[src/emp_consts.vh]
// Constants of the expanded-memory page mapper
`ifndef EMP_CONSTS_VH
`define EMP_CONSTS_VH

// ----------------------------------------------------------------
// I/O port offsets
// ----------------------------------------------------------------
`define EMP_PORT_CTRL 16'h6872
`define EMP_PORT_INDEX 16'hE072
`define EMP_PORT_DATA 16'hE872

// ----------------------------------------------------------------
// Control register fields
// ----------------------------------------------------------------
`define EMP_CTRL_INC_BIT 15
`define EMP_CTRL_BASE_HI 14
`define EMP_CTRL_BASE_LO 13
`define EMP_CTRL_MEN_HI 11
`define EMP_CTRL_MEN_LO 10
`define EMP_CTRL_LBEN_BIT 7
`define EMP_CTRL_LBA_HI 6
`define EMP_CTRL_LBA_LO 0

// ----------------------------------------------------------------
// Mapping enable codes
// ----------------------------------------------------------------
`define EMP_MEN_OFF 2'h0
`define EMP_MEN_PROG 2'h1
`define EMP_MEN_UPPER 2'h2
`define EMP_MEN_BOTH 2'h3

// ----------------------------------------------------------------
// Entry fields and counts
// ----------------------------------------------------------------
`define EMP_ENTRY_EN_BIT 15
`define EMP_PAGE_HI 11
`define EMP_PAGE_LO 0
`define EMP_ENTRY_COUNT 40
`define EMP_ENTRY_LAST 6'h27
`define EMP_UPPER_FIRST 32
`define EMP_INDEX_HI 5

// ----------------------------------------------------------------
// Frame geometry, in 16K frame numbers (address bits 19..14)
// ----------------------------------------------------------------
`define EMP_FRAME_SHIFT 14
`define EMP_UPPER_BASE_FRAME 6'h31
`define EMP_LOWER_LO_FRAME 6'h08
`define EMP_LOWER_HI_FRAME 6'h1F
`define EMP_LOWER_CONV_HI 3'h4

// ----------------------------------------------------------------
// Reset values
// ----------------------------------------------------------------
`define EMP_RST_BASE 2'h0
`define EMP_RST_MEN 2'h0
`define EMP_RST_LBA 7'h00
`define EMP_RST_INDEX 6'h00
`define EMP_RST_PAGE 12'h000

`endif

[src/emp_page_mapper.v]
// Expanded-memory page mapper: port registers, page map, translation
//
// Operation
// - With auto-increment set, every data-port access advances the index by one; otherwise it holds.
// - The upper frame base select places the upper block at C4000, C8000, CC000 or D0000, resetting to C4000.
// - Mapping enable 00 disables all, 01 allows programming only, 10 maps upper frames, 11 maps upper and lower.
// - With the lower-bound enable set, memory above the boundary is reserved for mapping; clear ignores it.
// - The index holds six writable bits for entries 0..39, upper ten bits read zero, resets to zero.
// - Forty entries sit behind one data port, each access targeting the indexed entry.
// - Reset clears entries 32..39; entries 0..31 keep unknown contents.
// - Entries 32..39 each enable their own upper frame with bit 15.
// - Entries 0..31 are enabled as a group by enable code 11; their own enable bit is stored and read back but ignored.
// - Upper frames are eight 16K windows from the base, served by entries 32..39 cyclically.
// - Lower frames map entries 0..7 to 80000..9FFFF and entries 8..31 to 20000..7FFFF ascending.
// - Each entry holds a 12-bit page number in bits 11..0, enable in bit 15, bits 14..12 read zero.
// - A mapped access goes to page number times 16K plus the low 14 address bits.
`timescale 1ns/1ps
`include "emp_consts.vh"

module emp_page_mapper (
    // Clock and reset
    input wire ref_clk_in,
    input wire reset_n_in,
    // Host I/O port cycles
    input wire [15:0] io_addr_in,
    input wire io_wr_in,
    input wire io_rd_in,
    input wire [15:0] io_wdata_in,
    output reg [15:0] io_rdata_out,
    output reg io_rvalid_out,
    // Host memory cycles
    input wire mem_req_in,
    input wire [23:0] mem_addr_in,
    // Translated memory cycle
    output reg mem_valid_out,
    output reg [25:0] phys_addr_out,
    output reg mapped_out,
    output reg reserved_out
);

    // ------------------------------------------------------------
    // Port decode
    // ------------------------------------------------------------
    function port_hit;
        input [15:0] addr;
        input [15:0] port;
        begin
            port_hit = (addr == port);
        end
    endfunction

    wire ctrl_sel = port_hit(io_addr_in, `EMP_PORT_CTRL);
    wire index_sel = port_hit(io_addr_in, `EMP_PORT_INDEX);
    wire data_sel = port_hit(io_addr_in, `EMP_PORT_DATA);

    wire ctrl_wr = io_wr_in && ctrl_sel;
    wire index_wr = io_wr_in && index_sel;
    wire data_access = (io_wr_in || io_rd_in) && data_sel;

    // ------------------------------------------------------------
    // Control register
    // ------------------------------------------------------------
    reg auto_inc_reg;
    reg [1:0] upper_frame_base_select_reg;
    reg [1:0] mapping_enable_field_reg;
    reg lower_bound_enable_reg;
    reg [6:0] lower_bound_address_reg;

    always @(posedge ref_clk_in or negedge reset_n_in) begin
        if (!reset_n_in) begin
            auto_inc_reg <= 1'b0;
            upper_frame_base_select_reg <= `EMP_RST_BASE;
            mapping_enable_field_reg <= `EMP_RST_MEN;
            lower_bound_enable_reg <= 1'b0;
            lower_bound_address_reg <= `EMP_RST_LBA;
        end else if (ctrl_wr) begin
            auto_inc_reg <= io_wdata_in[`EMP_CTRL_INC_BIT];
            upper_frame_base_select_reg <=
                io_wdata_in[`EMP_CTRL_BASE_HI:`EMP_CTRL_BASE_LO];
            mapping_enable_field_reg <=
                io_wdata_in[`EMP_CTRL_MEN_HI:`EMP_CTRL_MEN_LO];
            lower_bound_enable_reg <= io_wdata_in[`EMP_CTRL_LBEN_BIT];
            // Software's job to write start minus 128K here
            lower_bound_address_reg <=
                io_wdata_in[`EMP_CTRL_LBA_HI:`EMP_CTRL_LBA_LO];
        end
    end

    // ------------------------------------------------------------
    // Index register
    // ------------------------------------------------------------
    reg [5:0] index_reg;
    reg [5:0] index_next;

    // A direct index write wins over an increment in the same cycle
    always @* begin
        index_next = index_reg;
        if (index_wr) begin
            index_next = io_wdata_in[`EMP_INDEX_HI:0];
        end else if (data_access && auto_inc_reg) begin
            index_next = index_reg + 6'h01;
        end
    end

    always @(posedge ref_clk_in or negedge reset_n_in) begin
        if (!reset_n_in) begin
            index_reg <= `EMP_RST_INDEX;
        end else begin
            index_reg <= index_next;
        end
    end

    wire index_valid = (index_reg <= `EMP_ENTRY_LAST);
    // Programming is locked out only while mapping is fully off
    wire prog_allowed = (mapping_enable_field_reg != `EMP_MEN_OFF);
    wire data_wr = io_wr_in && data_sel && prog_allowed && index_valid;

    // ------------------------------------------------------------
    // Page-map entries
    // ------------------------------------------------------------
    wire [12:0] entry_word [0:`EMP_ENTRY_COUNT-1];

    genvar i;
    generate
        for (i = 0; i < `EMP_ENTRY_COUNT; i = i + 1) begin : gen_entry
            reg [11:0] page_reg;
            reg en_reg;
            wire sel = data_wr && ({26'h0000000, index_reg} == i);
            if (i >= `EMP_UPPER_FIRST) begin : g_rst
                always @(posedge ref_clk_in or negedge reset_n_in) begin
                    if (!reset_n_in) begin
                        page_reg <= `EMP_RST_PAGE;
                        en_reg <= 1'b0;
                    end else if (sel) begin
                        page_reg <=
                            io_wdata_in[`EMP_PAGE_HI:`EMP_PAGE_LO];
                        en_reg <= io_wdata_in[`EMP_ENTRY_EN_BIT];
                    end
                end
            end else begin : g_norst
                // No reset: contents are unknown until written
                always @(posedge ref_clk_in) begin
                    if (sel) begin
                        page_reg <=
                            io_wdata_in[`EMP_PAGE_HI:`EMP_PAGE_LO];
                        en_reg <= io_wdata_in[`EMP_ENTRY_EN_BIT];
                    end
                end
            end
            assign entry_word[i] = {en_reg, page_reg};
        end
    endgenerate

    // ------------------------------------------------------------
    // Port read-back
    // ------------------------------------------------------------
    reg [15:0] rdata_next;
    reg [12:0] sel_word;

    always @* begin
        sel_word = index_valid ? entry_word[index_reg] : 13'h0000;
        rdata_next = 16'h0000;
        if (ctrl_sel) begin
            rdata_next[`EMP_CTRL_INC_BIT] = auto_inc_reg;
            rdata_next[`EMP_CTRL_BASE_HI:`EMP_CTRL_BASE_LO] =
                upper_frame_base_select_reg;
            rdata_next[`EMP_CTRL_MEN_HI:`EMP_CTRL_MEN_LO] =
                mapping_enable_field_reg;
            rdata_next[`EMP_CTRL_LBEN_BIT] = lower_bound_enable_reg;
            rdata_next[`EMP_CTRL_LBA_HI:`EMP_CTRL_LBA_LO] =
                lower_bound_address_reg;
        end else if (index_sel) begin
            rdata_next = {10'h000, index_reg};
        end else if (data_sel) begin
            // Bits 14..12 stay zero
            rdata_next = {sel_word[12], 3'h0, sel_word[11:0]};
        end
    end

    always @(posedge ref_clk_in or negedge reset_n_in) begin
        if (!reset_n_in) begin
            io_rdata_out <= 16'h0000;
            io_rvalid_out <= 1'b0;
        end else begin
            io_rvalid_out <= io_rd_in;
            if (io_rd_in) begin
                io_rdata_out <= rdata_next;
            end
        end
    end

    // ------------------------------------------------------------
    // Memory translation
    // ------------------------------------------------------------
    wire frame_hit;
    wire frame_upper;
    wire [5:0] frame_entry;

    emp_frame_decode u_decode (
        .addr_in(mem_addr_in),
        .base_select_in(upper_frame_base_select_reg),
        .enable_field_in(mapping_enable_field_reg),
        .hit_out(frame_hit),
        .upper_out(frame_upper),
        .entry_out(frame_entry)
    );

    wire [12:0] hit_word = entry_word[frame_entry];
    // Lower entries ignore their stored bit under code 11
    wire entry_enabled = frame_upper ? hit_word[12] : 1'b1;
    wire do_map = frame_hit && entry_enabled;
    wire above_bound =
        lower_bound_enable_reg &&
        (mem_addr_in[23:17] > lower_bound_address_reg);

    always @(posedge ref_clk_in or negedge reset_n_in) begin
        if (!reset_n_in) begin
            mem_valid_out <= 1'b0;
            phys_addr_out <= 26'h0000000;
            mapped_out <= 1'b0;
            reserved_out <= 1'b0;
        end else begin
            mem_valid_out <= mem_req_in;
            if (mem_req_in) begin
                mapped_out <= do_map;
                reserved_out <= above_bound;
                if (do_map) begin
                    phys_addr_out <=
                        {hit_word[11:0], mem_addr_in[13:0]};
                end else begin
                    phys_addr_out <= {2'h0, mem_addr_in};
                end
            end
        end
    end

endmodule

[src/emp_frame_decode.v]
// Frame decoder: finds the page-map entry serving a memory address
`timescale 1ns/1ps
`include "emp_consts.vh"

module emp_frame_decode (
    // Address and configuration
    input wire [23:0] addr_in,
    input wire [1:0] base_select_in,
    input wire [1:0] enable_field_in,
    // Decode result
    output reg hit_out,
    output reg upper_out,
    output reg [5:0] entry_out
);

    reg [5:0] frame;
    reg [5:0] base_frame;
    reg [5:0] rel;
    reg below_1m;

    always @* begin
        frame = addr_in[19:14];
        below_1m = (addr_in[23:20] == 4'h0);
        base_frame = `EMP_UPPER_BASE_FRAME + {4'h0, base_select_in};
        rel = frame - base_frame;
        hit_out = 1'b0;
        upper_out = 1'b0;
        entry_out = 6'h00;
        // Eight frames from the base, entries 32..39 in cyclic order
        if (below_1m && enable_field_in[1] && frame >= base_frame &&
            rel < 6'h08) begin
            hit_out = 1'b1;
            upper_out = 1'b1;
            entry_out = {3'h4, frame[2:0]};
        end else if (below_1m && enable_field_in == `EMP_MEN_BOTH) begin
            if (frame[5:3] == `EMP_LOWER_CONV_HI) begin
                hit_out = 1'b1;
                entry_out = {3'h0, frame[2:0]};
            end else if (frame >= `EMP_LOWER_LO_FRAME &&
                         frame <= `EMP_LOWER_HI_FRAME) begin
                hit_out = 1'b1;
                entry_out = {1'b0, frame[4:0]};
            end
        end
    end

endmodule

[config.mk]
export PLATFORM = sky130hd
export DESIGN_NAME = emp_page_mapper
export DESIGN_NICKNAME = d
export VERILOG_FILES = /design/src/emp_page_mapper.v /design/src/emp_frame_decode.v
export VERILOG_INCLUDE_DIRS = /design/src /design/src/src
export SDC_FILE = /design/constraint.sdc
export NUM_CORES = 1
export LEC_CHECK = 0
export BUFFER_PORTS_ARGS = -buffer_cell sky130_fd_sc_hd__buf_2
export CORE_MARGIN = 8
export CORE_UTILIZATION = 30
export DETAILED_ROUTE_END_ITERATION = 7
export PLACE_DENSITY = 0.51
export SYNTH_ARGS = -nofsm -noshare
export SYNTH_HDL_FRONTEND = slang
export SYNTH_SLANG_ARGS = --single-unit
[constraint.sdc]
create_clock -name ref_clk_in -period 3.3 [get_ports ref_clk_in]
set_input_delay 0.33 -clock ref_clk_in [delete_from_list [all_inputs] [get_ports ref_clk_in]]
set_output_delay 0.33 -clock ref_clk_in [all_outputs]
set_load 0.1 [all_outputs]
# Word level (Yosys, flattened, before mapping)
# Index checks and enable logic that the tools add are counted.
[op_classes]
addsub = 3
order_cmp = 8
eq_ne = 44
mux = 27
n_bitwise = 2
reduce_logical = 59
[op_table]
columns = ["op", "n"]
rows = [
  ["binary-select mux 13 bit (select 6 bit)", 2],
  ["equality test 6 x 5 -> 1 bit (second input constant)", 16],
  ["two-way mux 13 bit", 5],
  ["logical AND 1 bit", 54],
  ["equality test 6 x 4 -> 1 bit (second input constant)", 8],
  ["equality test 6 bit (second input constant)", 8],
  ["equality test 16 bit (second input constant)", 2],
  ["two-way mux 16 bit", 2],
  ["two-way mux 6 bit", 5],
  ["two-way mux 26 bit", 1],
  ["equality test 6 x 3 -> 1 bit (second input constant)", 4],
  ["equality test 16 x 15 -> 1 bit (second input constant)", 1],
  [">= comparator 7 bit (second input constant)", 2],
  ["inverter 6 -> 7 bit", 2],
  ["equality test 6 x 2 -> 1 bit (second input constant)", 2],
  ["two-way mux 8 bit", 1],
  ["> comparator 7 bit", 1],
  ["two-way mux 1 bit", 7],
  ["adder 5 x 3 -> 6 bit (first input constant)", 1],
  ["adder 6 x 1 -> 6 bit (second input constant)", 1],
  ["equality test 6 x 1 -> 1 bit (second input constant)", 1],
  [">= comparator 6 x 4 -> 1 bit (second input constant)", 1],
  [">= comparator 6 bit", 1],
  ["<= comparator 6 x 5 -> 1 bit (second input constant)", 1],
  ["12 further kinds", 14],
]
[word_totals]
register_bits = 585
inputBits = 61
output_inout_bits = 46
elab_cells = 235

# Longest topological paths before layout
[depth]
word_depth = 13
ltp_mapped = 15
depth_no_buf = 11

# Cells and area by module
# From an unflattened synthesis, not the netlist that was laid out.
[unflattened]
cells_unflattened = 1679
hier_area_um2 = 28124.5
[by_module_without_submodules]
columns = ["module", "n_inst", "cells_per_inst", "area_per_inst_um2", "seq_area_each_um2"]
rows = [
  ["emp_page_mapper", 1, 1646, 27905.5, 16696.0],
  ["emp_frame_decode", 1, 33, 219.0, 0.0],
]

# Least setup slack after synthesis
# No wires, ideal clock.
[synth_timing]
kind = "input port to flip-flop"
startpoint = "input port io_addr_in[3]"
endpoint = "register gen_entry[15].en_reg, enable pin"
setup_ns = 0.417
arrival_ns = 3.119
required_ns = 2.883
path_slack_ns = -0.236
path_stages = 8
path_buffers = 2
cell_sequence = "or4b_1 -> nor3_2 -> and2_1 -> o211a_1 -> buf_4 -> buf_2 -> nand2_1 -> nor4_1"
[synth_between]
elab_chain_len = 5
[synth_lines]
columns = ["item", "line_no", "text"]
rows = [
  ["start, declared", "emp_page_mapper.v:25", "input wire [15:0] io_addr_in,"],
  ["equality test 16 bit", "emp_page_mapper.v:48", "port_hit = (addr == port);"],
  ["logical AND 1 bit (3 in series)", "emp_page_mapper.v:116", "wire data_wr = io_wr_in && data_sel && prog_allowed && index_valid;"],
  ["logical AND 1 bit", "emp_page_mapper.v:128", "wire sel = data_wr && ({26'h0000000, index_reg} == i);"],
  ["net gen_entry[15].sel", "emp_page_mapper.v:128", ""],
  ["end signal, assigned", "emp_page_mapper.v:146", "en_reg <= io_wdata_in[`EMP_ENTRY_EN_BIT];"],
  ["end, declared", "emp_page_mapper.v:127", "reg en_reg;"],
]
# The timed path passes the listed nets, and every way through them passes these cells.
# A chain may end at the register's enable or synchronous reset.

# Worst setup path after layout
[layout_timing]
startpoint = "register upper_frame_base_select_reg[1]"
endpoint = "register phys_addr_out[23]"
[layout_between]
elab_chain_len = 12
word_cells_on_any_way = 16
cone_classes = "add/sub (2); order compare (2); mux (8); bitwise (1); reduce/logical (3)"
[layout_lines]
columns = ["item", "line_no", "text"]
rows = [
  ["start, declared", "emp_page_mapper.v:64", "reg [1:0] upper_frame_base_select_reg;"],
  ["start signal, assigned", "emp_page_mapper.v:72", "upper_frame_base_select_reg <= `EMP_RST_BASE;"],
  ["start signal, assigned", "emp_page_mapper.v:78", "upper_frame_base_select_reg <="],
  ["adder 5 x 3 -> 6 bit (no source line) (*)", "-", ""],
  ["subtractor 6 bit or >= comparator 6 bit (tied branches)", "emp_frame_decode.v:25, emp_frame_decode.v:30", ""],
  ["< comparator 6 x 4 -> 1 bit or logical AND 1 bit (tied branches)", "emp_frame_decode.v:31, emp_frame_decode.v:30", ""],
  ["logical AND 1 bit (*)", "emp_frame_decode.v:30", "if (below_1m && enable_field_in[1] && frame >= base_frame &&"],
  ["two-way mux 6 bit", "emp_frame_decode.v:30", ""],
  ["inverter 6 -> 7 bit (not written as such)", "emp_page_mapper.v:208", "wire [12:0] hit_word = entry_word[frame_entry];"],
  ["binary-select mux 13 bit (select 6 bit)", "emp_page_mapper.v:208", ""],
  ["two-way mux 13 bit (not written as such) (2 in series)", "emp_page_mapper.v:208", ""],
  ["two-way mux 1 bit", "emp_page_mapper.v:210", "wire entry_enabled = frame_upper ? hit_word[12] : 1'b1;"],
  ["logical AND 1 bit", "emp_page_mapper.v:211", "wire do_map = frame_hit && entry_enabled;"],
  ["two-way mux 26 bit (*)", "emp_page_mapper.v:227", "if (do_map) begin"],
  ["end signal, assigned", "emp_page_mapper.v:228", "phys_addr_out <="],
  ["end signal, assigned", "emp_page_mapper.v:231", "phys_addr_out <= {2'h0, mem_addr_in};"],
  ["end, declared", "emp_page_mapper.v:36", "output reg [25:0] phys_addr_out,"],
]
# Mark *: on every way between the ends. The rest lies on a longest branch, timed or not. The select of a mux whose other input is x is not followed.

==> metrics.cfg <==
[route]
wl_met2_mm=46.60
drt_iter0_markers=2163
drtPass1Iterations=7
wl_met3_mm=8.727
wl_per_cell_um=29.53
final_antenna_net_count=0
routed_via_density=5.613
via_count=19567
routed.top_layer=met5
routed_wl_mm=103.0
drc=0
met1Wirelength_mm=44.20

[setup_path]
timing.critical_path.to=phys_addr_out[23]
worstSetupPathType=flip-flop to flip-flop
worstPathRequired_ns=3.80
crit_start=upper_frame_base_select_reg[1]
r2r_setup_slack_ns=-0.003
crit_slowest_cell=dfrtp_1
cp-start-kind=flip-flop
slowest_delay_ns=0.41
path_buf_inv=5
arrival_ns=3.80
r2r-start=upper_frame_base_select_reg[1]
worstPathMaxFanout=6
crit_cells=15
reg2reg_depth=15
path_cells=ha_4 -> inv_2 -> ha_4 -> nand3b_4 -> a211o_4 -> a311oi_4 -> buf_12 -> buf_6 -> nand2b_4 -> buf_6 -> o221ai_2 -> a21oi_2 -> a311oi_2 -> buf_4 -> o31ai_2
reg2reg_to=phys_addr_out[23]
endpoint_kind=flip-flop
cp_top_family=compound AO/OA/AOI/OAI gates

[cts]
cts_tree=done
clock_latency_ns=0.63
cts_root_buf=clkbuf_16
ctsLongestPathBuffers=3
clkTransAtPathRegs_ns=0.06
htreeDepth=3
cts_num_sinks=584
cts-buffers-inserted=67

[status]
status=finished, violations left
violations=setup timing

[place]
dpl_cell_area_um2=32260
place_hpwl_mm=70.02
gp_congestion=0.9123
portBuffers=104
pre_cts_slack_ns=-0.3955

[logic_synthesis]
synth_area_um2=28760
synthAdderAreaFrac_pct=0.6525
synth_top_family_by_area=multiplexers
synth-simple-area-share_pct=5.790
postSynthAreaPerCell_um2=15.35
yosysSeqAreaShare_pct=58.05
ys_async_sr_fraction_pct=28.77
synthesis.nets=1950
muxShareOfSynthArea_pct=23.85
synth_warnings=0
synth_compound_area_share_pct=8.583
synth_cell_type_count=90
synth_ff_type=edfxtp_1
synth-edff-count=416
ys_ff_latch=584
syn-instance-count=1874
synth-xor-area-share_pct=0.03045

[timing]
fin_ws_ns=-0.002768
fin_crit_sh_pct=100.1
rsz0062_at_grt=true
holdWs_ns=0.1108
setup-tns-final_ns=-0.002768
period_needed_ns=3.303
tightest_slew_ns=1.032
setup_viol=1
finalHoldViolations=0
fmax_ghz=0.3028
fin_skew_ns=0.04489
slew_viol_final=0
slew-limit-headroom_pct=29.26

[global_routing]
grt_max_degree=96
grt_pass1_vias=19978
grt_antenna_before_repair=3
grt_first_pass_wirelength_mm=147.5
grt_use_total_pct=18.83
grt-ovfl-total=0

[min_path]
hp-class=input port to flip-flop
min_from=io_rd_in

[run]
maxCapViolCount=0

[floorplan]
num_rows=113
chipHeight_um=325.6
die_x_um=325.6
core_um2=95010
initial_core_util_pct=30.27
ios=107
dieArea_um2=106000

[cells_and_area]
regArea_um2=16700
multi_input_area_um2=11550
largest_reg_flops=480
fillers=8979
syn_to_final_growth_pct=22.53
drive_above_1_share_pct=40.45
final_area_um2=35240
nets=2246

[power_and_ir_drop]
power_uw=16690
vdd_ir_drop_max_uv=265.4
power.density_nw_per_um2=473.6
p_leak_uw=0.01278

-- layer usage --
layer | up-vias | global-route usage (%)
li1 | 8156 | -
met1 | 10294 | 25.93
met2 | 938 | 29.52
met3 | 177 | 4.277
met4 | 2 | 5.820
met5 | - | 0
-- power breakdown --
group	switching, uW	internal [uW]	leakage, uW
clock network	3070	4690	0.00111
registers	37.2	7910	0.00600
logic	747	231	0.00567
-- cells in the mapped netlist, types with 7 or more instances --
cell type | count | share of area [%]
nor3_1 | 25 | 0.44
buf_6 | 18 | 0.70
o211ai_1 | 11 | 0.29
nand2_1 | 112 | 1.5
o221ai_1 | 8 | 0.24
a311oi_1 | 10 | 0.30
nor2_1 | 78 | 1.0
o21ai_1 | 11 | 0.19
a21oi_1 | 74 | 1.3
edfxtp_1 | 416 | 43
buf_2 | 64 | 1.1
a222oi_1 | 12 | 0.42
inv_1 | 20 | 0.26
a221oi_2 | 7 | 0.37
ha_1 | 15 | 0.65
mux2i_1 | 94 | 3.3
a211oi_1 | 21 | 0.55
dfrtp_1 | 168 | 15
clkbuf_1 | 45 | 0.59
and3_1 | 11 | 0.24
a22oi_1 | 20 | 0.52
mux2_2 | 153 | 6.0
buf_1 | 9 | 0.12
mux4_2 | 183 | 14
nor2_4 | 7 | 0.27
a221oi_1 | 18 | 0.55
o31ai_1 | 10 | 0.26
nand3_1 | 33 | 0.57
buf_4 | 8 | 0.21
o22ai_1 | 11 | 0.24
o21ai_0 | 68 | 1.2
-- what timing repair did --
action,in CTS,in global routing
resized for setup,19,61
pin swaps,5,30
setup endpoints to repair,12,16
buffers inserted,6,9
endpoints found under the hold margin,108,0
hold buffers,17,0
-- worst min-delay path by stage --
stage | to | depth (start not counted)
6_report | io_rvalid_out | 1
5_1_grt | io_rvalid_out | 1
4_1_cts | index_reg[3] | 3
3_5_place_dp | reserved_out | 2
3_3_place_gp | reserved_out | 2
2_1_floorplan | auto_inc_reg | 0
-- worst reg2reg max path, delay by kind of cell (launching register included) --
kind,cells,cell delay [ns]
adders and majority gates,2,0.54
AOI/OAI and AO/OA,6,1.41
DFF,1,0.41
buffers and inverters,5,0.63
and+or+nand+nor,2,0.20
-- layout by cell type (no fill, tap or decap), drive strengths merged, types with 20 or more instances in the layout --
cell    Yosys  layout
a221oi     25      25
mux4      183     183
nand3      38      38
nor3       28      28
mux2      158     158
edfxtp    416     416
clkbuf     45      87
a211oi     27      27
nand2     114     114
nor2       90      90
inv        21      24
buf        99     354
a21oi      75      75
dfrtp     168     168
o21ai      79      79
a22oi      20      20
clkinv      2      20
mux2i      95      95
-- through the flow --
| step | utilization [%] | std cells |
|---|---|---|
| global route | 37.09 | 3485 |
| global placement | 33.95 | 3336 |
| finish | 37.09 | 3486 |
| floorplan | - | 1874 |
| CTS | 36.71 | 3478 |
| detailed placement | 33.95 | 3336 |
-- cells by family (layout without fill, tap and decap cells) --
logic type	after synthesis	after routing
adder cells (fa/ha/maj)	15	15
other	1	2
multiplexers	436	436
flip-flops	584	584
buffers and inverters	167	513
AND/OR/NAND/NOR	328	328
AO/OA/AOI/OAI	342	342
XOR/XNOR	1	1
-- cell type report --
| class | count | area share, % |
|---|---|---|
| multi-input cells | 1123 | 32.77 |
| flip-flops and latches | 584 | 47.40 |
| repair buffers | 371 | 8.638 |
| diodes | 1 | 0.007100 |
| well taps | 1265 | 4.491 |
| inverters | 23 | 0.2450 |
| clock inverters | 32 | 1.062 |
| clock buffers | 87 | 5.389 |
(Power assumes the default switching activity.)
